--- config.mk ---
export PLATFORM = sky130hd
export DESIGN_NAME = lcdcd_decoder
export DESIGN_NICKNAME = d
export VERILOG_FILES = /design/src/hw/lcdcd_pkg.sv /design/src/hw/lcdcd_fifo.sv /design/src/hw/lcdcd_strobe_capture.sv /design/src/hw/lcdcd_decoder.sv
export VERILOG_INCLUDE_DIRS = /design/src /design/src/hw
export SDC_FILE = /design/constraint.sdc
export NUM_CORES = 1
export LEC_CHECK = 0
export ABC_CLOCK_PERIOD_IN_PS = 4700
export BUFFER_PORTS_ARGS = -buffer_cell sky130_fd_sc_hd__buf_2
export CAP_MARGIN = 30
export CELL_PAD_IN_SITES_DETAIL_PLACEMENT = 0
export CELL_PAD_IN_SITES_GLOBAL_PLACEMENT = 2
export CORE_MARGIN = 1
export CORE_UTILIZATION = 45
export DETAILED_ROUTE_END_ITERATION = 16
export PLACE_DENSITY = 0.88
export SLEW_MARGIN = 10
export SYNTH_ARGS = -nofsm -noshare
export SYNTH_HDL_FRONTEND = slang
export SYNTH_SLANG_ARGS = --single-unit
--- constraint.sdc ---
create_clock -name pclk -period 4.7 [get_ports pclk]
set_input_delay 1.41 -clock pclk [delete_from_list [all_inputs] [get_ports pclk]]
set_output_delay 1.41 -clock pclk [all_outputs]
set_load 0.03 [all_outputs]
--- src/hw/lcdcd_params.svh ---
// Offsets, field positions, reset values and opcode patterns of the command decoder
`ifndef LCDCD_PARAMS_SVH
`define LCDCD_PARAMS_SVH

// Register byte offsets
`define LCDCD_OFF_CTRL      8'h00
`define LCDCD_OFF_COLADDR   8'h04
`define LCDCD_OFF_DISPSET   8'h08
`define LCDCD_OFF_APC0      8'h0C
`define LCDCD_OFF_APC1      8'h10
`define LCDCD_OFF_FIFODATA  8'h14
`define LCDCD_OFF_STATUS    8'h18
`define LCDCD_OFF_HOSTRD    8'h1C

// Field positions
`define LCDCD_CTRL_EN_BIT        0
`define LCDCD_DISP_PARTIAL_BIT   0
`define LCDCD_DISP_RAC_LSB       4
`define LCDCD_FIFO_VALID_BIT     16
`define LCDCD_STAT_NEMPTY_BIT    0
`define LCDCD_STAT_OVF_BIT       1
`define LCDCD_STAT_FULL_BIT      2
`define LCDCD_STAT_APC_BIT       3

// Reset values
`define LCDCD_RST_COLADDR   7'h00
`define LCDCD_RST_PARTIAL   1'h0
`define LCDCD_RST_RAC       3'h1
`define LCDCD_RST_APC       8'h00
`define LCDCD_RST_HOSTRD    16'h0000
`define LCDCD_RST_EN        1'h1

// Control byte patterns
`define LCDCD_OP_CA_LSB     4'h0
`define LCDCD_OP_CA_MSB     5'h02
`define LCDCD_OP_PARTIAL    7'h42
`define LCDCD_OP_RAC        5'h11
`define LCDCD_OP_APC        7'h18

`endif

--- src/hw/lcdcd_pkg.sv ---
// Types shared by the command decoder modules
package lcdcd_pkg;

    typedef struct packed {
        logic        cd;
        logic [15:0] data;
    } lcdcd_bus_s;

    typedef enum logic {
        APC_IDLE  = 1'b0,
        APC_VALUE = 1'b1
    } lcdcd_apc_e;

endpackage : lcdcd_pkg

--- src/hw/lcdcd_fifo.sv ---
// Parameterised FIFO for display data words
`timescale 1ns/100ps
`default_nettype none

module lcdcd_fifo #(
    parameter int W     = 16,
    parameter int DEPTH = 8
) (
    input  wire logic         pclk,
    input  wire logic         presetn,
    input  wire logic         in_valid,
    output logic              in_ready,
    input  wire logic [W-1:0] in_data,
    output logic              out_valid,
    input  wire logic         out_ready,
    output logic [W-1:0]      out_data
);
    localparam int PW = $clog2(DEPTH);
    localparam int CW = $clog2(DEPTH + 1);

    typedef struct packed {
        logic [DEPTH-1:0][W-1:0] mem;
        logic [PW-1:0]           wptr;
        logic [PW-1:0]           rptr;
        logic [CW-1:0]           count;
    } lcdcd_fifo_s;

    lcdcd_fifo_s st_q, st_d;
    logic        push, pop;

    assign in_ready  = (st_q.count != CW'(DEPTH));
    assign out_valid = (st_q.count != '0);
    assign out_data  = st_q.mem[st_q.rptr];
    assign push      = in_valid & in_ready;
    assign pop       = out_valid & out_ready;

    always_comb begin
        st_d = st_q;
        if (push) begin
            st_d.mem[st_q.wptr] = in_data;
            st_d.wptr = (st_q.wptr == PW'(DEPTH - 1)) ? '0 : st_q.wptr + PW'(1);
        end
        if (pop) begin
            st_d.rptr = (st_q.rptr == PW'(DEPTH - 1)) ? '0 : st_q.rptr + PW'(1);
        end
        if (push && !pop) begin
            st_d.count = st_q.count + CW'(1);
        end else if (pop && !push) begin
            st_d.count = st_q.count - CW'(1);
        end
    end

    always_ff @(posedge pclk or negedge presetn) begin
        if (!presetn) begin
            st_q <= '0;
        end else begin
            st_q <= st_d;
        end
    end

endmodule : lcdcd_fifo
`default_nettype wire

--- src/hw/lcdcd_strobe_capture.sv ---
// Samples the parallel bus and flags the rising edge of the write strobe
`timescale 1ns/100ps
`default_nettype none

module lcdcd_strobe_capture (
    input  wire logic               pclk,
    input  wire logic               presetn,
    input  wire logic               chip_select_n,
    input  wire logic               cd_sel,
    input  wire logic               write_strobe_n,
    input  wire logic [15:0]        parallel_data_bus,
    output logic                    cap_valid,
    output lcdcd_pkg::lcdcd_bus_s   cap_bus
);
    typedef struct packed {
        logic                  wr_prev_n;
        logic                  cs_prev_n;
        lcdcd_pkg::lcdcd_bus_s held;
    } lcdcd_cap_s;

    lcdcd_cap_s st_q, st_d;

    // Zero hold time on the bus: use the values seen while the strobe was low
    assign cap_valid = !st_q.wr_prev_n && write_strobe_n && !st_q.cs_prev_n;
    assign cap_bus   = st_q.held;

    always_comb begin
        st_d           = st_q;
        st_d.wr_prev_n = write_strobe_n;
        st_d.cs_prev_n = chip_select_n;
        if (!write_strobe_n) begin
            st_d.held.cd   = cd_sel;
            st_d.held.data = parallel_data_bus;
        end
    end

    always_ff @(posedge pclk or negedge presetn) begin
        if (!presetn) begin
            st_q <= '{wr_prev_n: 1'b1, cs_prev_n: 1'b1, held: '0};
        end else begin
            st_q <= st_d;
        end
    end

endmodule : lcdcd_strobe_capture
`default_nettype wire

--- src/hw/lcdcd_decoder.sv ---
// Host command and data decoder of the display controller, with APB registers
// Function
// - Select line low means control byte, high means display data.
// - Direction zero is a host write; one lets the device drive the bus. The code has no direction line; it drives the bus while selected,
//   read_strobe_n is low and write_strobe_n is high.
// - Control byte 0000xxxx loads column address low nibble; resets to zero.
// - Control byte 00010xxx loads column address upper three bits; resets to zero.
// - Control byte 1000010x sets partial display enable; default zero.
// - Control byte 10001xxx loads RAM address control field; resets to 001b.
// - Byte 0011000R then a full value byte writes program register R.
// - Control bytes use only the low eight data bits.
//
// Added by the designer: the APB register port and the placing of the registers.
`timescale 1ns/100ps
`default_nettype none
`include "lcdcd_params.svh"

module lcdcd_decoder #(
    parameter int FIFO_DEPTH = 8
) (
    input  wire logic        pclk,
    input  wire logic        presetn,
    input  wire logic        psel,
    input  wire logic        penable,
    input  wire logic        pwrite,
    input  wire logic [7:0]  paddr,
    input  wire logic [31:0] pwdata,
    output logic [31:0]      prdata,
    output logic             pready,
    output logic             pslverr,
    input  wire logic        chip_select_n,
    input  wire logic        cd_sel,
    input  wire logic        write_strobe_n,
    input  wire logic        read_strobe_n,
    input  wire logic [15:0] parallel_data_in,
    output logic [15:0]      parallel_data_out,
    output logic             parallel_data_oe,
    output logic             host_busy
);

    ////////////////////////////////////////////////////////////////////////////////
    // State

    typedef struct packed {
        logic                   enable;
        logic [6:0]             column_address;
        logic                   partial_enable;
        logic [2:0]             ram_address_control_field;
        logic [7:0]             apc0;
        logic [7:0]             apc1;
        lcdcd_pkg::lcdcd_apc_e  apc_phase;
        logic                   apc_sel;
        logic                   overflow;
        logic [15:0]            host_rdata;
        logic [31:0]            prdata;
        logic                   pready;
        logic                   pslverr;
        logic [15:0]            data_out;
        logic                   data_oe;
        logic                   busy;
    } lcdcd_top_s;

    lcdcd_top_s                 st_q, st_d;
    logic                       cap_valid;
    lcdcd_pkg::lcdcd_bus_s      cap_bus;
    logic                       fifo_in_valid;
    logic                       fifo_in_ready;
    logic                       fifo_out_valid;
    logic                       fifo_out_ready;
    logic [15:0]                fifo_out_data;
    logic [7:0]                 cmd;
    logic                       cmd_valid;
    logic                       apb_setup_done;
    logic                       apb_finish;
    logic                       apb_wr;
    logic                       apb_rd;

    ////////////////////////////////////////////////////////////////////////////////
    // Parallel bus capture and data path

    lcdcd_strobe_capture u_cap (
        .pclk              (pclk),
        .presetn           (presetn),
        .chip_select_n     (chip_select_n),
        .cd_sel            (cd_sel),
        .write_strobe_n    (write_strobe_n),
        .parallel_data_bus (parallel_data_in),
        .cap_valid         (cap_valid),
        .cap_bus           (cap_bus)
    );

    // Display data words go to the FIFO; full words are dropped and flagged
    assign fifo_in_valid = cap_valid && st_q.enable && cap_bus.cd;
    assign cmd_valid     = cap_valid && st_q.enable && !cap_bus.cd;
    // Upper byte ignored for control bytes
    assign cmd           = cap_bus.data[7:0];

    lcdcd_fifo #(
        .W     (16),
        .DEPTH (FIFO_DEPTH)
    ) u_fifo (
        .pclk      (pclk),
        .presetn   (presetn),
        .in_valid  (fifo_in_valid),
        .in_ready  (fifo_in_ready),
        .in_data   (cap_bus.data),
        .out_valid (fifo_out_valid),
        .out_ready (fifo_out_ready),
        .out_data  (fifo_out_data)
    );

    ////////////////////////////////////////////////////////////////////////////////
    // APB handshake: one wait state, answer with pready on the second access cycle

    assign apb_setup_done = psel && penable && !st_q.pready;
    assign apb_finish     = psel && penable && st_q.pready;
    assign apb_wr         = apb_finish && pwrite;
    assign apb_rd         = apb_finish && !pwrite;
    // Pop only when the read that carried the head word completes
    assign fifo_out_ready = apb_rd && (paddr == `LCDCD_OFF_FIFODATA);

    ////////////////////////////////////////////////////////////////////////////////
    // Next state

    always_comb begin
        st_d         = st_q;
        st_d.pready  = apb_setup_done;
        st_d.busy    = !fifo_in_ready;

        // Device drives the bus only during a selected read cycle
        st_d.data_oe  = !chip_select_n && !read_strobe_n && write_strobe_n;
        st_d.data_out = st_q.host_rdata;

        // Command decoding; a pending program value byte takes precedence
        if (cmd_valid) begin
            if (st_q.apc_phase == lcdcd_pkg::APC_VALUE) begin
                if (st_q.apc_sel) begin
                    st_d.apc1 = cmd;
                end else begin
                    st_d.apc0 = cmd;
                end
                st_d.apc_phase = lcdcd_pkg::APC_IDLE;
            end else if (cmd[7:4] == `LCDCD_OP_CA_LSB) begin
                st_d.column_address[3:0] = cmd[3:0];
            end else if (cmd[7:3] == `LCDCD_OP_CA_MSB) begin
                st_d.column_address[6:4] = cmd[2:0];
            end else if (cmd[7:1] == `LCDCD_OP_PARTIAL) begin
                st_d.partial_enable = cmd[0];
            end else if (cmd[7:3] == `LCDCD_OP_RAC) begin
                st_d.ram_address_control_field = cmd[2:0];
            end else if (cmd[7:1] == `LCDCD_OP_APC) begin
                st_d.apc_phase = lcdcd_pkg::APC_VALUE;
                st_d.apc_sel   = cmd[0];
            end
            // Other encodings are left without effect
        end

        // Register read data, prepared one cycle before pready rises
        if (apb_setup_done) begin
            st_d.prdata  = 32'h0000_0000;
            st_d.pslverr = 1'b0;
            if (paddr == `LCDCD_OFF_CTRL) begin
                st_d.prdata[`LCDCD_CTRL_EN_BIT] = st_q.enable;
            end else if (paddr == `LCDCD_OFF_COLADDR) begin
                st_d.prdata[6:0] = st_q.column_address;
            end else if (paddr == `LCDCD_OFF_DISPSET) begin
                st_d.prdata[`LCDCD_DISP_PARTIAL_BIT] = st_q.partial_enable;
                st_d.prdata[`LCDCD_DISP_RAC_LSB +: 3] = st_q.ram_address_control_field;
            end else if (paddr == `LCDCD_OFF_APC0) begin
                st_d.prdata[7:0] = st_q.apc0;
            end else if (paddr == `LCDCD_OFF_APC1) begin
                st_d.prdata[7:0] = st_q.apc1;
            end else if (paddr == `LCDCD_OFF_FIFODATA) begin
                st_d.prdata[15:0] = fifo_out_valid ? fifo_out_data : 16'h0000;
                st_d.prdata[`LCDCD_FIFO_VALID_BIT] = fifo_out_valid;
            end else if (paddr == `LCDCD_OFF_STATUS) begin
                st_d.prdata[`LCDCD_STAT_NEMPTY_BIT] = fifo_out_valid;
                st_d.prdata[`LCDCD_STAT_OVF_BIT]    = st_q.overflow;
                st_d.prdata[`LCDCD_STAT_FULL_BIT]   = !fifo_in_ready;
                st_d.prdata[`LCDCD_STAT_APC_BIT]    = (st_q.apc_phase == lcdcd_pkg::APC_VALUE);
            end else if (paddr == `LCDCD_OFF_HOSTRD) begin
                st_d.prdata[15:0] = st_q.host_rdata;
            end else begin
                st_d.pslverr = 1'b1;
            end
        end else begin
            // Error stands only beside pready, never into the next cycle
            st_d.pslverr = 1'b0;
        end

        // Register writes take effect at the completing edge
        if (apb_wr) begin
            if (paddr == `LCDCD_OFF_CTRL) begin
                st_d.enable = pwdata[`LCDCD_CTRL_EN_BIT];
            end else if (paddr == `LCDCD_OFF_STATUS) begin
                if (pwdata[`LCDCD_STAT_OVF_BIT]) begin
                    st_d.overflow = 1'b0;
                end
            end else if (paddr == `LCDCD_OFF_HOSTRD) begin
                st_d.host_rdata = pwdata[15:0];
            end
        end

        // Set after the clear so a drop in the clearing cycle is kept
        if (fifo_in_valid && !fifo_in_ready) begin
            st_d.overflow = 1'b1;
        end
    end

    ////////////////////////////////////////////////////////////////////////////////
    // State register

    always_ff @(posedge pclk or negedge presetn) begin
        if (!presetn) begin
            st_q <= '{
                enable:                    `LCDCD_RST_EN,
                column_address:            `LCDCD_RST_COLADDR,
                partial_enable:            `LCDCD_RST_PARTIAL,
                ram_address_control_field: `LCDCD_RST_RAC,
                apc0:                      `LCDCD_RST_APC,
                apc1:                      `LCDCD_RST_APC,
                apc_phase:                 lcdcd_pkg::APC_IDLE,
                apc_sel:                   1'b0,
                overflow:                  1'b0,
                host_rdata:                `LCDCD_RST_HOSTRD,
                prdata:                    32'h0000_0000,
                pready:                    1'b0,
                pslverr:                   1'b0,
                data_out:                  16'h0000,
                data_oe:                   1'b0,
                busy:                      1'b0
            };
        end else begin
            st_q <= st_d;
        end
    end

    ////////////////////////////////////////////////////////////////////////////////
    // Outputs

    assign prdata            = st_q.prdata;
    assign pready            = st_q.pready;
    assign pslverr           = st_q.pslverr;
    assign parallel_data_out = st_q.data_out;
    assign parallel_data_oe  = st_q.data_oe;
    // Busy tells the host to hold off data writes while the FIFO is full
    assign host_busy         = st_q.busy;

endmodule : lcdcd_decoder
`default_nettype wire

==> impl_metrics.ini, run 1 <==
[placement]
portBuffers = 85
dp_cells = 1139
place_congestion = 0.826
dp_hpwl_um = 15200

[sta]
holdWs_ns = 0.402
tightest_slew_ns = 0.998
report.final.slew_viol_count = 0
max_freq_mhz = 284
max_slew_margin = 0.335
setup_tns_ns = 0
period_minus_slack_ns = 3.52
finalHoldViolCount = 0
rsz0062_at_grt = no
fin_crit_sh = 0.748
fin_worst_skew_ns = 0.0104
setup_viol = 0

[route]
wl_um = 23000
drtIter0Drc = 296
vias = 6423
drtPass1Iterations = 4
ant_nets = 0
vias_per_cell = 5.42
drc_errors = 0
wl_per_cell_um = 19.4

[grt]
grtUsageTotal = 0.194
grt_overflow = 0
grt_pass1_vias = 6526
antenna_found_initial = 0
grt_max_degree = 84
grt_first_pass_wirelength_um = 37200

[synth]
synth_top_family_by_area = multiplexers
ys_ff_latch = 241
netlist_top_cells_area = dfrtp_1, mux2_2, mux4_2, buf_4, mux2i_1
synthXorXnorAreaFrac = 0.00396
synthArstFlopShare = 1.00
synth_compound_area_frac = 0.0540
syn_inst = 794
ys.flop_type = dfrtp_1
synth_top_cell_by_area = dfrtp_1
yosysUniqueCellTypes = 58
netlist.area_leader.share = 0.537
seq_area_frac_synth = 0.546
syn_avg_cell_area_um2 = 13.9
synth_edf_count = 0
synth-simple-area-share = 0.0584
yosys_warnings = 0
yosys-mux-area-fraction = 0.272
yosys.area_share.adder = 0.00974
netlist_area_mm2 = 0.0110

[worst_hold_path]
hold-path-cell-count = 0
hold_start = st_d[12]
min-delay-path-class = reg -> reg
min_to = parallel_data_out[10]

[floorplanning]
dieWidth_um = 159
ios = 117
core_mm2 = 0.0238
die-area_mm2 = 0.0252
start_util = 0.465
die_y_um = 159
fp-row-count = 56

[cells_and_area]
n_antenna_cell = 0
final_layout_size_suffix_gt1_frac = 0.442
finish.utilization = 0.522
nNetsFinal = 921
finalNonFillerCells = 1186
area_growth_pct = 12.3

[clock_network]
cts_resized = 0
cts-root-buf = clkbuf_16
cts_buffers = 26
h-tree-depth = 1
cts_tree = done
clk_latency_ns = 0.52
cts_buffer_depth = 3
cts.sinks = 241
cts_setup_buffers = 0
clkTransAtPathRegs_ns = 0.06
hold_buffers = 0

[critical_path]
crit_start = paddr[1]
r2r_start = u_fifo.st_q[2]
cp.arrival_ns = 3.92
path_max_fanout = 10
r2r_end = u_fifo.st_q[3]
rrSetupSlack_ns = 1.74
required_ns = 5.10
critPathKind = in -> reg
startpoint_type = primary input
reg2reg_depth = 13
cp-end-kind = flip-flop

[run_status]
status = finished, final reports clean

[pwr]
ir_drop_mv = 0.262
total_power_uw = 4350
p_per_area_mw_per_mm2 = 351
leakage_uw = 0.00625

[flow_run]
cap_viol_max_count = 0
[layout make-up]
cell class	instances	area, um^2
fill	2003	11300
clock buffer	39	769
sequential	241	6040
multi-input combinational	465	4460
clock inverter	8	105
tap	319	399
timing repair buffer	105	598
inverter	9	33.8
[worst max path at each step]
stage,slack [ns],to,depth (start not counted)
2_1_floorplan,0.66,u_fifo.st_q[3],13
3_3_place_gp,0.64,u_fifo.st_q[3],14
3_5_place_dp,0.65,u_fifo.st_q[3],14
4_1_cts,1.18,u_fifo.st_q[3],14
5_1_grt,1.01,u_fifo.st_q[3],15
6_report,1.18,u_fifo.st_q[3],14
[where the power goes]
part	internal (uW)	switching, uW	total [uW]
combinational	49.9	106	156
clock	1240	806	2050
sequential	2100	54.8	2150
[cells in the mapped netlist, types with 2 or more instances]
cell type  instances
o211ai_1           3
a22oi_1           20
nor2_2             3
mux2i_1           36
buf_4             54
mux2_1             4
a32oi_1            6
dfstp_2            4
nor3_4             2
buf_2             11
or2_2              2
nor3_1             5
mux4_2            20
mux2_2           191
a21o_1             3
a21oi_1           11
nor3b_1            2
buf_1              4
nand2b_1           6
and2_1             5
a31oi_1            7
and3_1             7
o21ai_0           20
a221o_1            4
nor4_1             5
nor2b_1            2
nand3_1            8
a221oi_1           5
dfrtp_1          237
inv_1              7
xnor2_1            4
o22ai_1            3
nor2_1            12
nand4_1            3
nor3_2             2
clkbuf_1          23
ha_1               7
nand2_1           21
nor4b_4            3
o31ai_1            4
[flip-flops by register name, summed over array words and instances (netlist names)]
signal,count
u_fifo.st_q,138
st_q,31
prdata,17
u_cap.cap_bus,17
parallel_data_out,16
st_d,16
u_cap.st_q,2
host_busy,1
parallel_data_oe,1
pready,1
pslverr,1
[metal layers]
| layer | vias to the layer above | GRT usage | wire length, um |
|---|---|---|---|
| met5 | - | 0 | 0 |
| met4 | 0 | 0.0449 | 320 |
| met3 | 25 | 0.0269 | 891 |
| met2 | 145 | 0.312 | 10900 |
| met1 | 3298 | 0.276 | 10900 |
| li1 | 2955 | - | - |
[per-stage QoR]
step | setup slack, ns | cell area, um^2
finish | 1.18 | 12400
global route | 1.01 | 12400
CTS | 1.18 | 12400
detailed placement | 0.646 | 11500
global placement | 0.644 | 11500
floorplan | 0.661 | 11100
[critical path, cell delays in order]
cell and delay [ns]:
buf_2 0.10, or2_2 0.40, nor4b_4 0.32, nor3b_2 0.20
buf_4 0.18, inv_1 0.06, ha_1 0.21, inv_1 0.13
ha_1 0.24, a21o_1 0.17, a21oi_1 0.17, xnor2_1 0.13
nor2_1 0.06, xor2_1 0.14
[kinds of logic after synthesis]
| kind of cell | after synthesis |
|---|---|
| other cells | 1 |
| mux | 251 |
| buf+inv | 102 |
| flops | 241 |
| simple gates | 98 |
| xor+xnor | 5 |
| fa+ha+maj | 8 |
| compound gates | 88 |
[layout by cell type (no fill, tap or decap), drive strengths merged, types with 2 or more instances in the layout]
master	instances
clkbuf	39
clkinv	6
nand2b	6
xnor2	4
a221oi	5
nor2b	2
dfstp	4
buf	105
o31ai	4
nor3	9
o211ai	3
nor4	5
o21ai	20
o22ai	3
mux4	20
a22oi	20
or4	2
a32oi	6
mux2i	36
nor4b	3
inv	9
nand2	22
nand3	9
a31oi	7
ha	7
nor3b	4
and2	5
bufinv	2
nor2	15
conb	15
a221o	4
a21o	3
and3	7
or2	2
nand4	3
a21oi	11
mux2	195
dfrtp	237
Note: power is estimated with default switching activity, not from simulation.
==> inputs of run 2 (changes only) <==
ABC_CLOCK_PERIOD_IN_PS = 3300   (was 4700)
CORE_UTILIZATION = 42   (was 45)
PLACE_DENSITY = 0.83   (was 0.88)
clock period = 3.3 ns   (was 4.7 ns; I/O delays follow)
==> run 2 against run 1 <==
- sequential power grew 42%
- largest power group unchanged
- non-clock buffer count grew 16
- global-route usage shrank 0.85 points
- largest cell class unchanged
- worst hold slack lost 0.024 ns
- final cell count grew 2.3%
- register-to-register slack lost 1.0 ns
- final area grew 1.4%
- sequential cell count is the same
- routed wire length grew 4.3%
- via count grew 1.0%
==> impl_metrics.ini, run 2 (same netlist as run 1, synthesis figures left out) <==
[critical_path]
r2r_end = u_fifo.st_q[3]
path_max_fanout = 3
cp.arrival_ns = 3.13
r2r_start = u_fifo.st_q[1]
required_ns = 3.70
critPathKind = in -> reg
slowest_delay_ns = 0.33
slowest_stage = or2_2
cp-end-kind = flip-flop
path_buf_inv = 3
startpoint_type = primary input
reg2reg_depth = 13
path_delay_family = simple AND/OR/NAND/NOR gates
rrSetupSlack_ns = 0.73
worstPathCellList = buf_2, or2_2, nor4b_4, nor3b_4, inv_1, ha_2, inv_2, ha_4, a21o_1, a21oi_2, xnor2_1, nor2_1, xor2_1
crit_start = paddr[1]

[pwr]
p_per_area_mw_per_mm2 = 493
ir_drop_mv = 0.395
leakage_uw = 0.00634

[cells_and_area]
area_growth_pct = 13.9
n_antenna_cell = 0
nFillCells = 2234
fin_area_mm2 = 0.0126
nNetsFinal = 937
finish.utilization = 0.494
final_layout_size_suffix_gt1_frac = 0.458
largest_reg_flops = 138
top_register = u_fifo.st_q
reg_top3 = u_fifo.st_q: 138 flops, st_q: 31 flops
final_common_cell = dfrtp_1
final_cell_mix = dfrtp_1, mux2_2, buf_2

[sta]
fin_worst_skew_ns = 0.0271
report.final.slew_viol_count = 0
max_freq_mhz = 367
tightest_slew_ns = 0.667
setup_viol = 0
holdWs_ns = 0.377
setup_tns_ns = 0
fin_crit_sh = 0.826
max_slew_margin = 0.555
finalHoldViolCount = 0
period_minus_slack_ns = 2.72
rsz0062_at_grt = no
setup_ws_ns = 0.576

[route]
vias = 6490
drc_errors = 0
wl_um = 23900
ant_nets = 0
wl_per_cell_um = 19.7
vias_per_cell = 5.35
drtPass1Iterations = 4
drtIter0Drc = 321

[placement]
place_congestion = 0.811
portBuffers = 85
dp_slack_ns = 0.0522
dpl_cell_area_mm2 = 0.0117
dp_hpwl_um = 15800

[clock_network]
clk_latency_ns = 0.54
h-tree-depth = 1
clkTransAtPathRegs_ns = 0.06
cts_setup_buffers = 0
cts.sinks = 241
cts_buffers = 26
cts_resized = 0
hold_buffers = 0
cts-root-buf = clkbuf_16
cts_buffer_depth = 3
cts_tree = done

[flow_run]
cap_viol_max_count = 0

[grt]
grtUsageTotal = 0.185
grt_overflow = 0
grt_max_degree = 87
grt_pass1_vias = 6749
grt_first_pass_wirelength_um = 38400
antenna_found_initial = 0

[floorplanning]
die_y_um = 164
dieWidth_um = 164
die-area_mm2 = 0.0270
core_mm2 = 0.0255
start_util = 0.434
fp-row-count = 58
ios = 117

[worst_hold_path]
min-delay-path-class = in -> async

[run_status]
status = finished, final reports clean
==> run 2: per-layer routing <==
metal / wire, um / GRT usage
met1: 11500 / 0.263
met4: 423 / 0.0442
met2: 11100 / 0.301
met5: 0 / 0
met3: 925 / 0.0240
==> run 2: final cells by class <==
class,count,area [um^2],share of cell area
inverters,9,33.8,0.00268
well taps,330,413,0.0328
clock inverters,8,81.3,0.00646
multi-input cells,465,4490,0.357
clock buffers,39,790,0.0627
flip-flops and latches,241,6040,0.480
repair buffers,121,743,0.0591
==> run 2: metrics by stage <==
stage | total power (uW) | cells
after global routing | 6430 | 1213
after CTS | 6270 | 1213
after global placement | 3350 | 1166
after detailed placement | 3350 | 1166
final | 6210 | 1213
after floorplan | 3210 | 808
==> run 2: how the worst max path moves through the flow <==
stage                endpoint  slack, ns  depth (start not counted)
3_3_place_gp   u_fifo.st_q[3]       0.03                         13
5_1_grt        u_fifo.st_q[3]       0.48                         13
2_1_floorplan  u_fifo.st_q[3]      -0.07                         12
6_report       u_fifo.st_q[3]       0.58                         13
4_1_cts        u_fifo.st_q[3]       0.57                         13
3_5_place_dp   u_fifo.st_q[3]       0.05                         13
==> run 2: power breakdown <==
group,internal (uW),switching [uW]
Combinational,76.6,152
Sequential,2980,79.2
Clock,1730,1190
==> run 2: worst reg2reg max path: cells and delay by family, from the launching register on <==
kind                       cells  cell delay [ns]
AOI/OAI and AO/OA              2             0.29
xor gates and xnor gates       2             0.25
adders and majority gates      2             0.40
buffers and inverters          3             0.34
DFF                            1             0.47
and+or+nand+nor                4             0.71
==> inputs of run 3 (changes only) <==
ABC_AREA = 1   (was default)
ABC_CLOCK_PERIOD_IN_PS = 2200   (was 3300)
CORE_UTILIZATION = 32   (was 42)
PLACE_DENSITY = 0.78   (was 0.83)
clock period = 2.2 ns   (was 3.3 ns; I/O delays follow)
==> run 3 against run 2 <==
- worst hold slack got worse by 0.31 ns
- sequential power grew 47%
- synthesized area shrank 0.34%
- clock power is 54% higher
- clock skew down 0.0093 ns
- routed wire length increased by 23%
- sequential cell count unchanged
- highest routed layer unchanged
- final area up 4.5%
- register-to-register slack lost 0.63 ns
==> impl_metrics.ini, run 3 <==
[run_status]
status = finished, final reports clean

[synth]
yosys_warnings = 0
netlist_top_cells_area = dfrtp_1, nand2_1, o21ai_1, o21ai_0, nor2_1
synth_top_cell_by_area = dfrtp_1
syn_inst = 1280
synth_common_cells = nand2_1, dfrtp_1, o21ai_1
yosysUniqueCellTypes = 39
yosysMostFrequentCell = nand2_1
synthArstFlopShare = 1.00
synth_edf_count = 0
seq_area_frac_synth = 0.548
ys.flop_type = dfrtp_1
ys_ff_latch = 241
syn_avg_cell_area_um2 = 8.60
netlist.area_leader.share = 0.539
netlist_area_mm2 = 0.0110

[cells_and_area]
finalNonFillerCells = 1840
nFillCells = 3485
n_antenna_cell = 0
final_cell_mix = nand2_1, dfrtp_1, o21ai_1
top_register = u_fifo.st_q
seqCellArea_mm2 = 0.00604
multi_input_area_mm2 = 0.00408
nNetsFinal = 1444
reg_top3 = u_fifo.st_q: 138 flops, st_q: 31 flops
area_growth_pct = 19.5
final_layout_size_suffix_gt1_frac = 0.188
largest_reg_flops = 138
finish.utilization = 0.390
final_common_cell = nand2_1

[critical_path]
slowest_stage = dfstp_2
critPathKind = reg -> reg
slowest_delay_ns = 0.54
startpoint_type = flip-flop
cp.arrival_ns = 2.52
path_max_fanout = 3
required_ns = 2.62
cp-end-kind = flip-flop
worstPathCellList = nand3_2, nor2_4, nand2_2, inv_2, ha_4, inv_4, ha_4, a21o_1, a21oi_2, nor2_1, nor2_1, nand2_1, xor2_1

[sta]
setup_viol = 0
period_minus_slack_ns = 2.10
tightest_slew_ns = 0.592
finalHoldViolCount = 0
max_slew_margin = 0.605
fin_crit_sh = 0.954
rsz0062_at_grt = yes
report.final.slew_viol_count = 0
setup_ws_ns = 0.101
fin_worst_skew_ns = 0.0178
max_freq_mhz = 476

[worst_hold_path]
min-delay-path-class = in -> async

[pwr]
ir_drop_mv = 0.423
total_power_uw = 9480
leakage_uw = 0.00640
p_per_area_mw_per_mm2 = 720

[placement]
dp_slack_ns = -0.539
dp_cells = 1789
dp_hpwl_um = 19300
portBuffers = 85
place_congestion = 0.783

[clock_network]
cts-root-buf = clkbuf_16
clkTransAtPathRegs_ns = 0.06
cts_buffers = 27
h-tree-depth = 1
cts.sinks = 241
cts_buffer_depth = 3
cts_tree = done
clk_latency_ns = 0.54
hold_buffers = 0

[floorplanning]
die-area_mm2 = 0.0352
fp-row-count = 67
ios = 117
start_util = 0.327
core_mm2 = 0.0337
dieWidth_um = 187
die_y_um = 187

[route]
vias = 8588
wirelength_met1_um = 14700
wl_um = 29500
routed.top_layer = met4
wl_met2_um = 13000
vias_per_cell = 4.67
drtPass1Iterations = 5
wl_met3_um = 1280
drc_errors = 0
drtIter0Drc = 568
wl_per_cell_um = 16.0
ant_nets = 0

[flow_run]
cap_viol_max_count = 0

[grt]
grtUsageTotal = 0.171
grt_first_pass_wirelength_um = 47600
grt_max_degree = 65
grt_overflow = 0
grt_pass1_vias = 8297
antenna_found_initial = 0
run 3: changes by cell type after synthesis, sizes merged, moves of 36 or more:
cell,previous run,this run
nand2,22,337
o21ai,20,233
mux2,195,16
nor2,15,129
inv,8,83
nand3,9,53
mux2i,36,0
run 3: metal layers:
| metal | vias to the layer above | track usage |
|---|---|---|
| li1 | 4286 | - |
| met1 | 4108 | 0.252 |
| met2 | 166 | 0.269 |
| met3 | 28 | 0.0195 |
| met4 | 0 | 0.0366 |
| met5 | - | 0 |
run 3: path summary, 6_finish.rpt:
check	start	end	slack (ns)	cells after the start
worst max register to register	st_q[98]	u_fifo.st_q[3]	0.10	13
worst max-delay path	st_q[98]	u_fifo.st_q[3]	0.10	13
max in group asynchronous	presetn	st_q[98]	1.46	2
worst min register to register	st_d[17]	parallel_data_out[15]	0.40	0
min in group pclk	chip_select_n	u_cap.st_q[17]	0.24	1
worst min-delay path	presetn	u_cap.cap_bus[10]	0.07	1
run 3: final cells by class:
cell class,count,share of cell area
tap,448,0.0426
inverter,85,0.0244
timing repair buffer,162,0.0960
sequential,241,0.459
clock inverter,10,0.00694
clock buffer,40,0.0611
multi-input combinational,854,0.310
run 3: repair_timing:
action / in CTS / in global routing
pin swaps: 1 / 9
buffers inserted: 0 / 1
setup endpoints to repair: 2 / 2
gates resized for setup: 2 / 3
run 3: cell families (layout without fill, tap and decap cells):
group / after synthesis / count (layout) / synth area share
AND/OR/NAND/NOR: 530 / 530 / 0.198
other: 1 / 15 / 0.000341
buffers and inverters: 199 / 297 / 0.0905
XOR/XNOR: 3 / 3 / 0.00239
flip-flops: 241 / 241 / 0.548
adder cells (fa/ha/maj): 8 / 8 / 0.00977
AO/OA/AOI/OAI: 282 / 282 / 0.131
multiplexers: 16 / 16 / 0.0191
run 3: through the flow:
| stage | hold WS (ns) | area [um^2] | setup TNS, ns |
|---|---|---|---|
| 2_1_floorplan | 0.364 | 11100 | -0.535 |
| 3_3_place_gp | 0.383 | 12200 | -1.52 |
| 3_5_place_dp | 0.388 | 12200 | -1.55 |
| 4_1_cts | 0.0810 | 13100 | 0 |
| 5_1_grt | 0.0916 | 13200 | -0.0537 |
| 6_report | 0.0705 | 13200 | 0 |
run 3: report_power, final:
group,internal [uW],switching [uW]
Combinational,130,360
Sequential,4470,16.6
Clock,2650,1840
Total,7260,2220
run 3: critical path, delay by kind of cell, from the launching register on:
| kind | cells | cell delay (ns) |
|---|---|---|
| xor+xnor | 1 | 0.14 |
| simple gates | 6 | 0.56 |
| compound gates | 2 | 0.30 |
| buf+inv | 2 | 0.11 |
| fa+ha+maj | 2 | 0.34 |
| flops | 1 | 0.54 |
